### src/common/iq_power_detector_pkg.sv
package iq_power_detector_pkg;

  // Register offsets
  localparam logic [11:0] ADDR_LIMIT_LOW  = 12'h060;
  localparam logic [11:0] ADDR_LIMIT_HIGH = 12'h061;
  localparam logic [11:0] ADDR_AVG_CTRL   = 12'h062;
  localparam logic [11:0] ADDR_POWER_LOW  = 12'h063;
  localparam logic [11:0] ADDR_POWER_HIGH = 12'h064;

  // Field layout
  localparam int LIMIT_W      = 13;
  localparam int LOW_W        = 8;
  localparam int HIGH_W       = 5;
  localparam int EXP_W        = 4;
  localparam int ENABLE_BIT   = 7;
  localparam int DATA_MSBS    = 6;
  localparam int SUM_W        = 2 * DATA_MSBS;
  localparam int SHIFT_W      = 5;

  // Averaging window: 2^(EXP_BASE + exponent), exponent 0..EXP_MAX
  localparam logic [SHIFT_W-1:0] EXP_BASE = 5'h09;
  localparam logic [EXP_W-1:0]   EXP_MAX  = 4'ha;
  localparam int                 ACC_W    = SUM_W + 19;

  // Reset values
  localparam logic [LIMIT_W-1:0] RST_LIMIT  = 13'h0000;
  localparam logic               RST_ENABLE = 1'b0;
  localparam logic [EXP_W-1:0]   RST_EXP    = 4'h0;

endpackage

### src/rtl/iq_power_square.sv
`timescale 1ns/100ps
module iq_power_square #(
  parameter int SAMPLE_W = 16
) (
  // Clock and reset
  input  wire logic                                   i_ref_clk,
  input  wire logic                                   i_rst_n,
  // Sample in
  input  wire logic                                   i_valid,
  input  wire logic [SAMPLE_W-1:0]                    i_i_sample,
  input  wire logic [SAMPLE_W-1:0]                    i_q_sample,
  // Squared sum out
  output logic                                        o_valid,
  output logic [iq_power_detector_pkg::SUM_W-1:0]     o_sum
);

  localparam int MSBS = iq_power_detector_pkg::DATA_MSBS;
  localparam int SW   = iq_power_detector_pkg::SUM_W;

  // Only the top bits matter; keeps the squarers tiny
  wire logic signed [MSBS-1:0] i_top = i_i_sample[SAMPLE_W-1 -: MSBS];
  wire logic signed [MSBS-1:0] q_top = i_q_sample[SAMPLE_W-1 -: MSBS];
  wire logic signed [SW-1:0]   i_sq  = i_top * i_top;
  wire logic signed [SW-1:0]   q_sq  = q_top * q_top;
  wire logic [SW-1:0]          sum_w = $unsigned(i_sq) + $unsigned(q_sq);

  // One pipeline stage
  always_ff @(posedge i_ref_clk or negedge i_rst_n) begin
    if (!i_rst_n) begin
      o_valid <= 1'h0;
      o_sum   <= '0;
    end else begin
      o_valid <= i_valid;
      o_sum   <= i_valid ? sum_w : o_sum;
    end
  end

  property p_top_bits_square;
    @(posedge i_ref_clk) disable iff (!i_rst_n)
      i_valid |=> (o_sum == SW'($past(i_top) * $past(i_top)) + SW'($past(q_top) * $past(q_top))) && o_sum <= 12'h800;
  endproperty
  a_top_bits_square: assert property (p_top_bits_square) else $error("power sum not from top data bits");

endmodule // iq_power_square

### src/rtl/iq_power_detector.sv
`timescale 1ns/100ps
module iq_power_detector #(
  parameter int SAMPLE_W = 16
) (
  // Clock and reset
  input  wire logic                                     i_ref_clk,
  input  wire logic                                     i_rst_n,
  // Sample stream from link receive datapath
  input  wire logic                                     i_sample_valid,
  input  wire logic [SAMPLE_W-1:0]                      i_i_sample,
  input  wire logic [SAMPLE_W-1:0]                      i_q_sample,
  // Register port
  input  wire logic                                     i_reg_wr,
  input  wire logic                                     i_reg_rd,
  input  wire logic [11:0]                              i_reg_addr,
  input  wire logic [7:0]                               i_reg_wdata,
  output logic [7:0]                                    o_reg_rdata,
  output logic                                          o_reg_rvalid,
  // Power-detect interrupt handshake
  input  wire logic                                     i_irq_clear,
  output logic                                          o_power_event,
  // Status
  output logic                                          o_overpower_flag,
  output logic [iq_power_detector_pkg::LIMIT_W-1:0]     o_measured_power
);

  localparam int LW = iq_power_detector_pkg::LIMIT_W;
  localparam int SW = iq_power_detector_pkg::SUM_W;
  localparam int AW = iq_power_detector_pkg::ACC_W;
  localparam int EW = iq_power_detector_pkg::EXP_W;
  localparam int HW = iq_power_detector_pkg::HIGH_W;

  // Control and state registers
  logic [LW-1:0] limit_q;
  logic          enable_q;
  logic [EW-1:0] exp_q;
  logic [AW-1:0] acc_q;
  logic [AW-1:0] acc_d;
  logic          hold_q;
  logic          hold_d;
  logic [LW-1:0] peak_q;
  logic [LW-1:0] peak_d;
  logic [HW-1:0] shadow_q;
  logic          sq_valid;
  logic [SW-1:0] sq_sum;

  // Squarer stage
  iq_power_square #(
    .SAMPLE_W (SAMPLE_W)
  ) u_square (
    .i_ref_clk  (i_ref_clk),
    .i_rst_n    (i_rst_n),
    .i_valid    (i_sample_valid),
    .i_i_sample (i_i_sample),
    .i_q_sample (i_q_sample),
    .o_valid    (sq_valid),
    .o_sum      (sq_sum)
  );

  // Register decode
  wire logic wr_limit_low  = i_reg_wr && (i_reg_addr == iq_power_detector_pkg::ADDR_LIMIT_LOW);
  wire logic wr_limit_high = i_reg_wr && (i_reg_addr == iq_power_detector_pkg::ADDR_LIMIT_HIGH);
  wire logic wr_ctrl       = i_reg_wr && (i_reg_addr == iq_power_detector_pkg::ADDR_AVG_CTRL);
  wire logic rd_power_low  = i_reg_rd && (i_reg_addr == iq_power_detector_pkg::ADDR_POWER_LOW);
  // Out-of-range exponents would overflow the accumulator, so clamp to the top value
  wire logic [EW-1:0] exp_wr = (i_reg_wdata[EW-1:0] > iq_power_detector_pkg::EXP_MAX) ?
                               iq_power_detector_pkg::EXP_MAX : i_reg_wdata[EW-1:0];

  // Readback mux; reserved bits read zero
  wire logic [7:0] rmux_w =
    (i_reg_addr == iq_power_detector_pkg::ADDR_LIMIT_LOW)  ? limit_q[7:0] :
    (i_reg_addr == iq_power_detector_pkg::ADDR_LIMIT_HIGH) ? {3'h0, limit_q[LW-1:8]} :
    (i_reg_addr == iq_power_detector_pkg::ADDR_AVG_CTRL)   ? {enable_q, 3'h0, exp_q} :
    (i_reg_addr == iq_power_detector_pkg::ADDR_POWER_LOW)  ? peak_q[7:0] :
    (i_reg_addr == iq_power_detector_pkg::ADDR_POWER_HIGH) ? {3'h0, shadow_q} : 8'h00;

  // Exponential moving average with time constant 2^(9+exp)
  wire logic [iq_power_detector_pkg::SHIFT_W-1:0] shift_w =
    iq_power_detector_pkg::EXP_BASE + {1'h0, exp_q};
  wire logic [AW-1:0] decay_w = acc_q >> shift_w;
  wire logic [LW-1:0] avg_w   = LW'(acc_q >> shift_w);
  wire logic          cross_w = enable_q && (avg_w > limit_q);

  // Accumulator next value; cleared while disabled so a restart begins fresh
  always_comb begin
    if (!enable_q) begin
      acc_d = '0;
    end else if (sq_valid) begin
      acc_d = acc_q + AW'(sq_sum) - decay_w;
    end else begin
      acc_d = acc_q;
    end
  end

  // Peak hold: a new crossing wins over a clear in the same cycle
  always_comb begin
    hold_d = cross_w ? 1'h1 : (i_irq_clear ? 1'h0 : hold_q);
    if (hold_q && !(i_irq_clear && !cross_w)) begin
      peak_d = (avg_w > peak_q) ? avg_w : peak_q;
    end else begin
      peak_d = avg_w;
    end
  end

  // Control registers
  always_ff @(posedge i_ref_clk or negedge i_rst_n) begin
    if (!i_rst_n) begin
      limit_q  <= iq_power_detector_pkg::RST_LIMIT;
      enable_q <= iq_power_detector_pkg::RST_ENABLE;
      exp_q    <= iq_power_detector_pkg::RST_EXP;
    end else begin
      if (wr_limit_low)  limit_q[7:0]    <= i_reg_wdata;
      if (wr_limit_high) limit_q[LW-1:8] <= i_reg_wdata[HW-1:0];
      if (wr_ctrl) begin
        enable_q <= i_reg_wdata[iq_power_detector_pkg::ENABLE_BIT];
        exp_q    <= exp_wr;
      end
    end
  end

  // Datapath state
  always_ff @(posedge i_ref_clk or negedge i_rst_n) begin
    if (!i_rst_n) begin
      acc_q            <= '0;
      hold_q           <= 1'h0;
      peak_q           <= '0;
      o_overpower_flag <= 1'h0;
      o_power_event    <= 1'h0;
    end else begin
      acc_q            <= acc_d;
      hold_q           <= hold_d;
      peak_q           <= peak_d;
      o_overpower_flag <= cross_w;
      o_power_event    <= cross_w && !o_overpower_flag;
    end
  end

  // Read port; high byte snapshot keeps a low-then-high read pair consistent
  always_ff @(posedge i_ref_clk or negedge i_rst_n) begin
    if (!i_rst_n) begin
      o_reg_rdata  <= 8'h00;
      o_reg_rvalid <= 1'h0;
      shadow_q     <= '0;
    end else begin
      o_reg_rvalid <= i_reg_rd;
      if (i_reg_rd) o_reg_rdata <= rmux_w;
      if (rd_power_low) shadow_q <= peak_q[LW-1:8];
    end
  end

  assign o_measured_power = peak_q;

  property p_disabled_idle;
    @(posedge i_ref_clk) disable iff (!i_rst_n)
      !enable_q |=> acc_q == '0 ##1 (!o_overpower_flag || enable_q);
  endproperty
  a_disabled_idle: assert property (p_disabled_idle) else $error("power computed while disabled");

  property p_exp_range;
    @(posedge i_ref_clk) disable iff (!i_rst_n)
      exp_q <= iq_power_detector_pkg::EXP_MAX;
  endproperty
  a_exp_range: assert property (p_exp_range) else $error("averaging exponent above ten");

  property p_live_average;
    @(posedge i_ref_clk) disable iff (!i_rst_n)
      (!hold_q && !cross_w) |=> o_measured_power == $past(avg_w);
  endproperty
  a_live_average: assert property (p_live_average) else $error("measured power not tracking average");

  property p_peak_hold;
    @(posedge i_ref_clk) disable iff (!i_rst_n)
      (hold_q && !i_irq_clear) |=> hold_q && o_measured_power >= $past(o_measured_power);
  endproperty
  a_peak_hold: assert property (p_peak_hold) else $error("peak hold lost before clear");

  property p_flag_on_cross;
    @(posedge i_ref_clk) disable iff (!i_rst_n)
      (enable_q && avg_w > limit_q) |=> o_overpower_flag ##0 hold_q;
  endproperty
  a_flag_on_cross: assert property (p_flag_on_cross) else $error("overpower flag missing on crossing");

  property p_flag_only_cross;
    @(posedge i_ref_clk) disable iff (!i_rst_n)
      $rose(o_overpower_flag) |-> $past(avg_w) > $past(limit_q);
  endproperty
  a_flag_only_cross: assert property (p_flag_only_cross) else $error("overpower flag without crossing");

  property p_limit_split;
    @(posedge i_ref_clk) disable iff (!i_rst_n)
      (wr_limit_low && !wr_limit_high) |=> limit_q[7:0] == $past(i_reg_wdata) && $stable(limit_q[LW-1:8]);
  endproperty
  a_limit_split: assert property (p_limit_split) else $error("limit low byte write wrong");

  property p_clear_release;
    @(posedge i_ref_clk) disable iff (!i_rst_n)
      (i_irq_clear && !cross_w) |=> !hold_q && o_measured_power == $past(avg_w);
  endproperty
  a_clear_release: assert property (p_clear_release) else $error("hold not released by clear");

  property p_read_answer;
    @(posedge i_ref_clk) disable iff (!i_rst_n)
      i_reg_rd |=> o_reg_rvalid ##1 !o_reg_rvalid || $past(i_reg_rd);
  endproperty
  a_read_answer: assert property (p_read_answer) else $error("read answer not one cycle after request");

endmodule // iq_power_detector

### config.mk
export PLATFORM = sky130hd
export DESIGN_NAME = iq_power_detector
export DESIGN_NICKNAME = d
export VERILOG_FILES = /design/src/common/iq_power_detector_pkg.sv /design/src/rtl/iq_power_square.sv /design/src/rtl/iq_power_detector.sv
export SDC_FILE = /design/constraint.sdc
export NUM_CORES = 1
export LEC_CHECK = 0
export BUFFER_PORTS_ARGS = -buffer_cell sky130_fd_sc_hd__buf_4
export CORE_UTILIZATION = 62
export DETAILED_ROUTE_END_ITERATION = 8
export PLACE_DENSITY = 0.9
export SYNTH_ARGS = -nofsm -noshare
export SYNTH_HDL_FRONTEND = slang
export SYNTH_HIERARCHICAL = 1
export SYNTH_SLANG_ARGS = --single-unit
export TNS_END_PERCENT = 50
### constraint.sdc
create_clock -name i_ref_clk -period 6.05 [get_ports i_ref_clk]
set_input_delay 0.3025 -clock i_ref_clk [delete_from_list [all_inputs] [get_ports i_ref_clk]]
set_output_delay 0.3025 -clock i_ref_clk [all_outputs]
set_load 0.02 [all_outputs]
==> results of run 1 <==
-- layout by cell type (no fill, tap or decap), types with 4 or more instances in the layout --
master	count
a211o_1	5
a211oi_1	7
a21o_1	23
a21oi_1	62
a221oi_1	7
a31oi_1	6
and2_1	20
and3_1	8
buf_4	70
clkbuf_16	9
dfrtp_1	92
fa_1	70
ha_1	101
inv_1	183
mux2_1	4
mux2_2	37
mux2i_1	42
mux4_2	7
nand2_1	97
nand2b_1	8
nand3_1	14
nand4_1	9
nor2_1	64
nor2b_1	12
nor3_1	7
o211ai_1	6
o21ai_0	34
o21ai_1	6
o21bai_1	7
or2_2	4
xnor2_1	33
xor2_1	6
-- worst register-to-register path: cells and delay by family (launching register included) --
kind | cells | cell delay [ns]
AOI/OAI and AO/OA | 6 | 1.84
adders and majority gates | 3 | 0.93
buffers and inverters | 2 | 0.18
DFF | 1 | 1.00
muxes | 3 | 1.12
and+or+nand+nor | 3 | 0.33
-- state kept, by name, indices dropped and copies added (netlist names) --
signal and cells:
exp_q 4, o_reg_rvalid 1, o_reg_rdata 8, enable_q 1
hold_q 1, o_measured_power 13, u_square/o_sum 12, acc_q 31
limit_q 13, shadow_q 5, o_overpower_flag 1, o_power_event 1
u_square/o_valid 1
-- layer usage --
metal	track usage	vias up	routed length, um	part of all wire
met5	0	-	0	0
met1	0.374	3877	9250	0.40
met3	0.0544	71	1480	0.065
met2	0.514	280	11200	0.49
met4	0.146	0	989	0.043
li1	-	3671	-	-
-- stage by stage --
| step | instance area (um^2) | util |
|---|---|---|
| 4_1_cts | 10700 | 0.699 |
| 6_report | 10700 | 0.699 |
| 5_1_grt | 10700 | 0.699 |
| 3_5_place_dp | 10400 | 0.679 |
| 2_1_floorplan | 9700 | - |
| 3_3_place_gp | 10400 | 0.679 |
-- power groups by stage --
stage	sequential, mW	clock (mW)	combinational [mW]
floorplan	0.699	0	1.95
global placement	0.698	0	2.38
detailed placement	0.700	0	2.52
CTS	0.689	0.563	2.55
global route	0.695	0.583	2.87
finish	0.689	0.558	2.55
-- worst paths after layout --
kind	endpoint	depth (start not counted)	slack, ns	startpoint
worst max-delay path	acc_q[30]$_DFFE_PN0P_	17	0.49	exp_q[0]$_DFFE_PN0P_
worst min-delay path	limit_q[5]$_DFFE_PN0P_	2	0.18	i_reg_wdata[5]
worst max register to register	acc_q[30]$_DFFE_PN0P_	17	0.49	exp_q[0]$_DFFE_PN0P_
worst min register to register	o_power_event$_DFF_PN0_	1	0.43	o_overpower_flag$_DFF_PN0_
max in group asynchronous	acc_q[7]$_DFFE_PN0P_	3	4.46	i_rst_n
min in group asynchronous	acc_q[23]$_DFFE_PN0P_	2	0.31	i_rst_n
-- cell type report --
type / instances / area, um^2 / area share
multi-input combinational: 756 / 6570 / 0.616
clock inverter: 4 / 33.8 / 0.00317
sequential: 92 / 2300 / 0.216
timing repair buffer: 71 / 536 / 0.0502
inverter: 187 / 702 / 0.0658
tap: 211 / 264 / 0.0248
clock buffer: 12 / 256 / 0.0240
-- cells by family after synthesis --
logic type | after synthesis | share of synthesized area
flip-flops | 92 | 0.237
XOR/XNOR | 39 | 0.0352
buffers and inverters | 217 | 0.0848
multiplexers | 91 | 0.109
AND/OR/NAND/NOR | 260 | 0.126
adder cells (fa/ha/maj) | 171 | 0.275
AO/OA/AOI/OAI | 195 | 0.133
-- cells in the mapped netlist (all sizes together) (5+ instances only) --
library cell    n
o21bai          7
fa             70
a21oi          64
nor2b          12
o21ai          40
a221oi          9
nor3            8
a211o           5
inv           185
a211oi          7
dfrtp          92
o211ai          6
xor2            6
mux2i          42
nor2           64
ha            101
and2           21
nand2          97
clkbuf         21
and3            8
nand4           9
nand2b          8
buf             9
mux4            7
xnor2          33
a31oi           6
a21o           23
mux2           42
nand3          14
==> reports/results.txt, run 1 <==
FP Rows: 45
GRT Util Overall: 0.302
Area grow syn2layout: 10.0%
Dpl hpwl: 17900 um
Share of total power in the clock network: 0.147
First-pass GRT wire length: 38400 um
Clock buffer depth: 2
1st-iter DRT viols: 579
Final setup TNS: 0 ns
Clock-pin slew on the worst setup and hold paths: 0.07 ns
Largest net degree at the start of global routing: 85
Crit Path Max Fanout: 22
Final Setup Violations: 0
Clk_lat worst skew: 0.36 ns
Die Height: 127 um
Area contributors post-synth: dfrtp_1 24%, fa_1 14%, ha_1 13%
Antenna violations before repair: 0
CTS tree: yes
Peak VDD IR: 539 uV
Initial core utilization: 0.635
Layout cells sized above 1: 0.132
Routed via count: 7899
Tmin final: 5.56 ns
Num CTS Buffers: 9
Clock Skews: 0.00753 ns
Post-synthesis instance area: 9700 um^2
Run status: finished clean
Hold Path Class: in -> reg
Seq/Total Area, Yosys: 0.237
Dominant cell type by area after synthesis: dfrtp_1
Core area: 15300 um^2
Cell family with most CP delay: compound AO/OA/AOI/OAI gates
Synth Warn #: 6
Fmax achieved: 180 MHz
Crit-path cells: mux2_2 -> o21ai_0 -> o21ai_0 -> mux2i_1 -> inv_1 -> ha_1 -> inv_1 -> ha_1 -> fa_1 -> a21o_1 -> a221oi_2 -> nor3_1 -> a211o_1 -> a21oi_2 -> mux2i_1 -> nand3_1 -> nor3b_1
DR WL/cell: 17.2 um
Leak Pwr: 5.34 nW
Number of I/O pins: 82
Grt total ovfl: 0
Critical path type: reg -> reg
Ys async rst share: 1.00
Max stage delay on crit path: 1.00 ns
Period utilisation layout: 0.919
Startpoint Class: register
WHS: 0.182 ns
Post-CTS resize count: 0
Yosys top cell area share: 0.237
CP arrival: 5.77 ns
Top FF cell, synth: dfrtp_1
Required @ worst endpoint: 6.26 ns
Post-route ant nets: 0
Hold-fix buffers, CTS: 1
Setup ws final: 0.491 ns
Vias in the first global route: 8041
Maxcap violations: 0
Root buffer cell: clkbuf_16
Tightest Pin Transition: 1.08 ns
Die outline width: 127 um
Port Buffers: 61
Routed WL: 23000 um
Die Area: 16100 um^2
Yosys reg bits: 92
Max stage delay cell, worst path: dfrtp_1
Post-synthesis cell type count: 64
CP Buf/Inv Count: 2
Postcts setup bufs: 0
Placed cell count: 1316
Pwr Density: 356 nW/um^2
Switch share: 0.431
DRC viols: 0
Net Count, Synth: 1294
Power share of the combinational group: 0.671
RSZ-0062 raised after global routing: no
Setup WS pre-CTS: 0.583 ns
Drt pass-1 iters: 5
Mapped Cells: 1065
Sinks on Clock Net: 92
Syn avg cell area: 9.10 um^2
Crit path capture type: register
Placer congestion estimate: 0.928
Total Power: 3.80 mW
Fillers: 1070
P_sw: 1.64 mW
# H-tree levels: 3
Final instance count without filler cells: 1333
Drt via density: 5.93
EDFF count, synth: 0
Slew Limit Fails: 0
Nets: 1346
Sequential power share: 0.182
Ant. Diodes: 0
Int Power: 2.16 mW
Final hold vios: 0
Slew headroom: 0.283
Note: power is estimated with default switching activity, not from simulation.
==> inputs of run 2 (changes only) <==
--- a/config.mk
+++ b/config.mk
@@ -6,9 +6,10 @@
 export NUM_CORES = 1
 export LEC_CHECK = 0
 export BUFFER_PORTS_ARGS = -buffer_cell sky130_fd_sc_hd__buf_4
-export CORE_UTILIZATION = 62
+export CORE_UTILIZATION = 45
 export DETAILED_ROUTE_END_ITERATION = 8
-export PLACE_DENSITY = 0.9
+export PLACE_DENSITY = 0.71
+export REMOVE_ABC_BUFFERS = 1
 export SYNTH_ARGS = -nofsm -noshare
 export SYNTH_HDL_FRONTEND = slang
 export SYNTH_HIERARCHICAL = 1
==> run 2 against run 1 <==
Sequential power is essentially flat. Fmax is 8.8% higher. Worst setup slack improved by 0.45 ns. Non-clock buffer count is 7 higher. Global-route usage decreased by 8.7 points. Critical path type unchanged. Largest power group unchanged.
==> reports/results.txt, run 2 (synthesized netlist as in run 1, its figures left out) <==
Run status: finished clean (unchanged)
Largest net degree at the start of global routing: 53 (was 85)
Commonest cells after routing, fill and taps aside: 183 x inv_1, 101 x ha_1, 97 x nand2_1, 92 x dfrtp_1, 77 x buf_4 (was 183 x inv_1, 101 x ha_1, 97 x nand2_1, 92 x dfrtp_1)
Maxcap violations: 0 (unchanged)
Slew headroom: 0.370 (was 0.283)
Initial core utilization: 0.460 (was 0.635)
Max stage delay cell, worst path: dfrtp_1 (unchanged)
Post-CTS resize count: 0 (unchanged)
Period utilisation layout: 0.845 (was 0.919)
Postcts setup bufs: 0 (unchanged)
Most common cell after layout, fill and taps aside: inv_1 (unchanged)
Clock Skews: 0.0121 ns (was 0.00753 ns)
Area grow syn2layout: 11.5% (was 10.0%)
Drt pass-1 iters: 5 (unchanged)
Vias in the first global route: 7615 (was 8041)
Largest Register: acc_q (unchanged)
DR WL/cell: 16.0 um (was 17.2 um)
Crit-path cells: buf_4 -> mux2_2 -> o21ai_0 -> o21ai_0 -> mux2i_1 -> inv_1 -> ha_1 -> inv_1 -> ha_1 -> fa_1 -> a21o_1 -> a221oi_2 -> nor3_1 -> a211o_1 -> a21oi_2 -> mux2i_1 -> nand3_1 -> nor3b_1 (was mux2_2 -> o21ai_0 -> o21ai_0 -> mux2i_1 -> inv_1 -> ha_1 -> inv_1 -> ha_1 -> fa_1 -> a21o_1 -> a221oi_2 -> nor3_1 -> a211o_1 -> a21oi_2 -> mux2i_1 -> nand3_1 -> nor3b_1)
Layout cells sized above 1: 0.138 (was 0.132)
Setup ws final: 0.939 ns (was 0.491 ns)
R2r startpoint: exp_q[0]$_DFFE_PN0P_ (unchanged)
Number of I/O pins: 82 (unchanged)
Port Buffers: 61 (unchanged)
Worst setup path start: exp_q[0]$_DFFE_PN0P_ (unchanged)
Pwr Density: 348 nW/um^2 (was 356 nW/um^2)
Core area: 21100 um^2 (was 15300 um^2)
Die Area: 22100 um^2 (was 16100 um^2)
Fillers: 1998 (was 1070)
Tightest Pin Transition: 0.944 ns (was 1.08 ns)
Area post-placement: 10500 um^2 (was 10400 um^2)
Leak Pwr: 5.39 nW (was 5.34 nW)
Fmax achieved: 196 MHz (was 180 MHz)
Die outline width: 149 um (was 127 um)
Die Height: 149 um (was 127 um)
Hold-fix buffers, CTS: 1 (unchanged)
Placer congestion estimate: 0.892 (was 0.928)
Crit Path Max Fanout: 14 (was 22)
First-pass GRT wire length: 37600 um (was 38400 um)
FP Rows: 53 (was 45)
Hold Path Cell Cnt: 2 (unchanged)
Clk_lat worst skew: 0.36 ns (about the same)
Startpoint Class: register (unchanged)
Drt via density: 5.41 (was 5.93)
Final hold vios: 0 (unchanged)
Tmin final: 5.11 ns (was 5.56 ns)
Hold Path Class: in -> reg (unchanged)
Min-delay src: i_reg_wdata[6] (was i_reg_wdata[5])
# H-tree levels: 3 (unchanged)
Sinks on Clock Net: 92 (unchanged)
GRT Util Overall: 0.215 (was 0.302)
Max stage delay on crit path: 0.49 ns (was 1.00 ns)
Num CTS Buffers: 9 (unchanged)
Root buffer cell: clkbuf_16 (unchanged)
Nets: 1353 (was 1346)
RSZ-0062 raised after global routing: no (unchanged)
Final Setup Violations: 0 (unchanged)
Antenna violations before repair: 0 (unchanged)
Routed WL: 22500 um (was 23000 um)
Setup WS pre-CTS: 0.595 ns (was 0.583 ns)
Crit path capture type: register (unchanged)
Critical path type: reg -> reg (unchanged)
CTS tree: yes (unchanged)
1st-iter DRT viols: 378 (was 579)
Post-route ant nets: 0 (unchanged)
Slew Limit Fails: 0 (unchanged)
Dpl hpwl: 17900 um (about the same)
Peak VDD IR: 536 uV (was 539 uV)
Ant. Diodes: 0 (unchanged)
Required @ worst endpoint: 6.25 ns (was 6.26 ns)
Clock buffer depth: 2 (unchanged)
Cell area after layout: 10800 um^2 (was 10700 um^2)
CP arrival: 5.31 ns (was 5.77 ns)
Largest register FFs: 31 (unchanged)
Clock-pin slew on the worst setup and hold paths: 0.07 ns (about the same)
Final setup TNS: 0 ns (unchanged)
Total Power: 3.76 mW (was 3.80 mW)
DRC viols: 0 (unchanged)
Routed via count: 7589 (was 7899)
Grt total ovfl: 0 (unchanged)
Core Util, Final: 0.513 (was 0.699)
Cells on worst reg2reg path: 18 (was 17)
==> run 2: changes by cell type in the layout (fill, tap and decap cells not counted), sizes merged <==
cell | previous run | this run
clkbuf | 12 | 9
buf | 70 | 77
clkinv | 5 | 4
clkinvlp | 1 | 0
inv | 185 | 189
bufinv | 0 | 1
==> run 2: per-stage QoR <==
step,instances,hold WS [ns]
floorplan,1035,0.00691
finish,1404,0.176
detailed placement,1387,0.336
CTS,1404,0.169
global placement,1387,0.325
global route,1404,0.169
==> run 2: worst max-delay path, delay by kind of cell, from the launching register on <==
family                   cells  cell delay, ns
AO/OA/AOI/OAI                6            1.74
multiplexers                 3            0.99
adder cells (fa/ha/maj)      3            0.91
flip-flops                   1            0.49
buffers and inverters        3            0.46
AND/OR/NAND/NOR              3            0.36
==> run 2: worst paths after layout <==
kind                                                          to  slack [ns]
worst max-delay path                       acc_q[30]$_DFFE_PN0P_        0.94
worst min-delay path                      limit_q[6]$_DFFE_PN0P_        0.18
worst max register to register             acc_q[30]$_DFFE_PN0P_        0.94
worst min register to register           o_power_event$_DFF_PN0_        0.45
max in group asynchronous       o_measured_power[12]$_DFFE_PN0P_        4.48
min in group asynchronous                  acc_q[23]$_DFFE_PN0P_        0.46
==> run 2: metal layers <==
metal / part of all wire / GRT usage / up-vias
met5: 0 / 0 / -
met2: 0.48 / 0.360 / 198
li1: - / - / 3692
met3: 0.051 / 0.0291 / 40
met4: 0.022 / 0.0776 / 0
met1: 0.45 / 0.284 / 3659
==> run 2: where the power goes <==
group	internal [mW]	switching, mW	leakage, nW
sequential	0.667	0.0204	1.24
combinational	1.17	1.31	4.00
clock	0.328	0.272	0.153
==> run 2: final cells by class <==
cell class | instances | area [um^2] | area share
inverter | 187 | 702 | 0.0649
clock buffer | 9 | 225 | 0.0208
clock inverter | 7 | 81.3 | 0.00752
tap | 275 | 344 | 0.0318
timing repair buffer | 78 | 588 | 0.0544
multi-input combinational | 756 | 6570 | 0.608
sequential | 92 | 2300 | 0.213
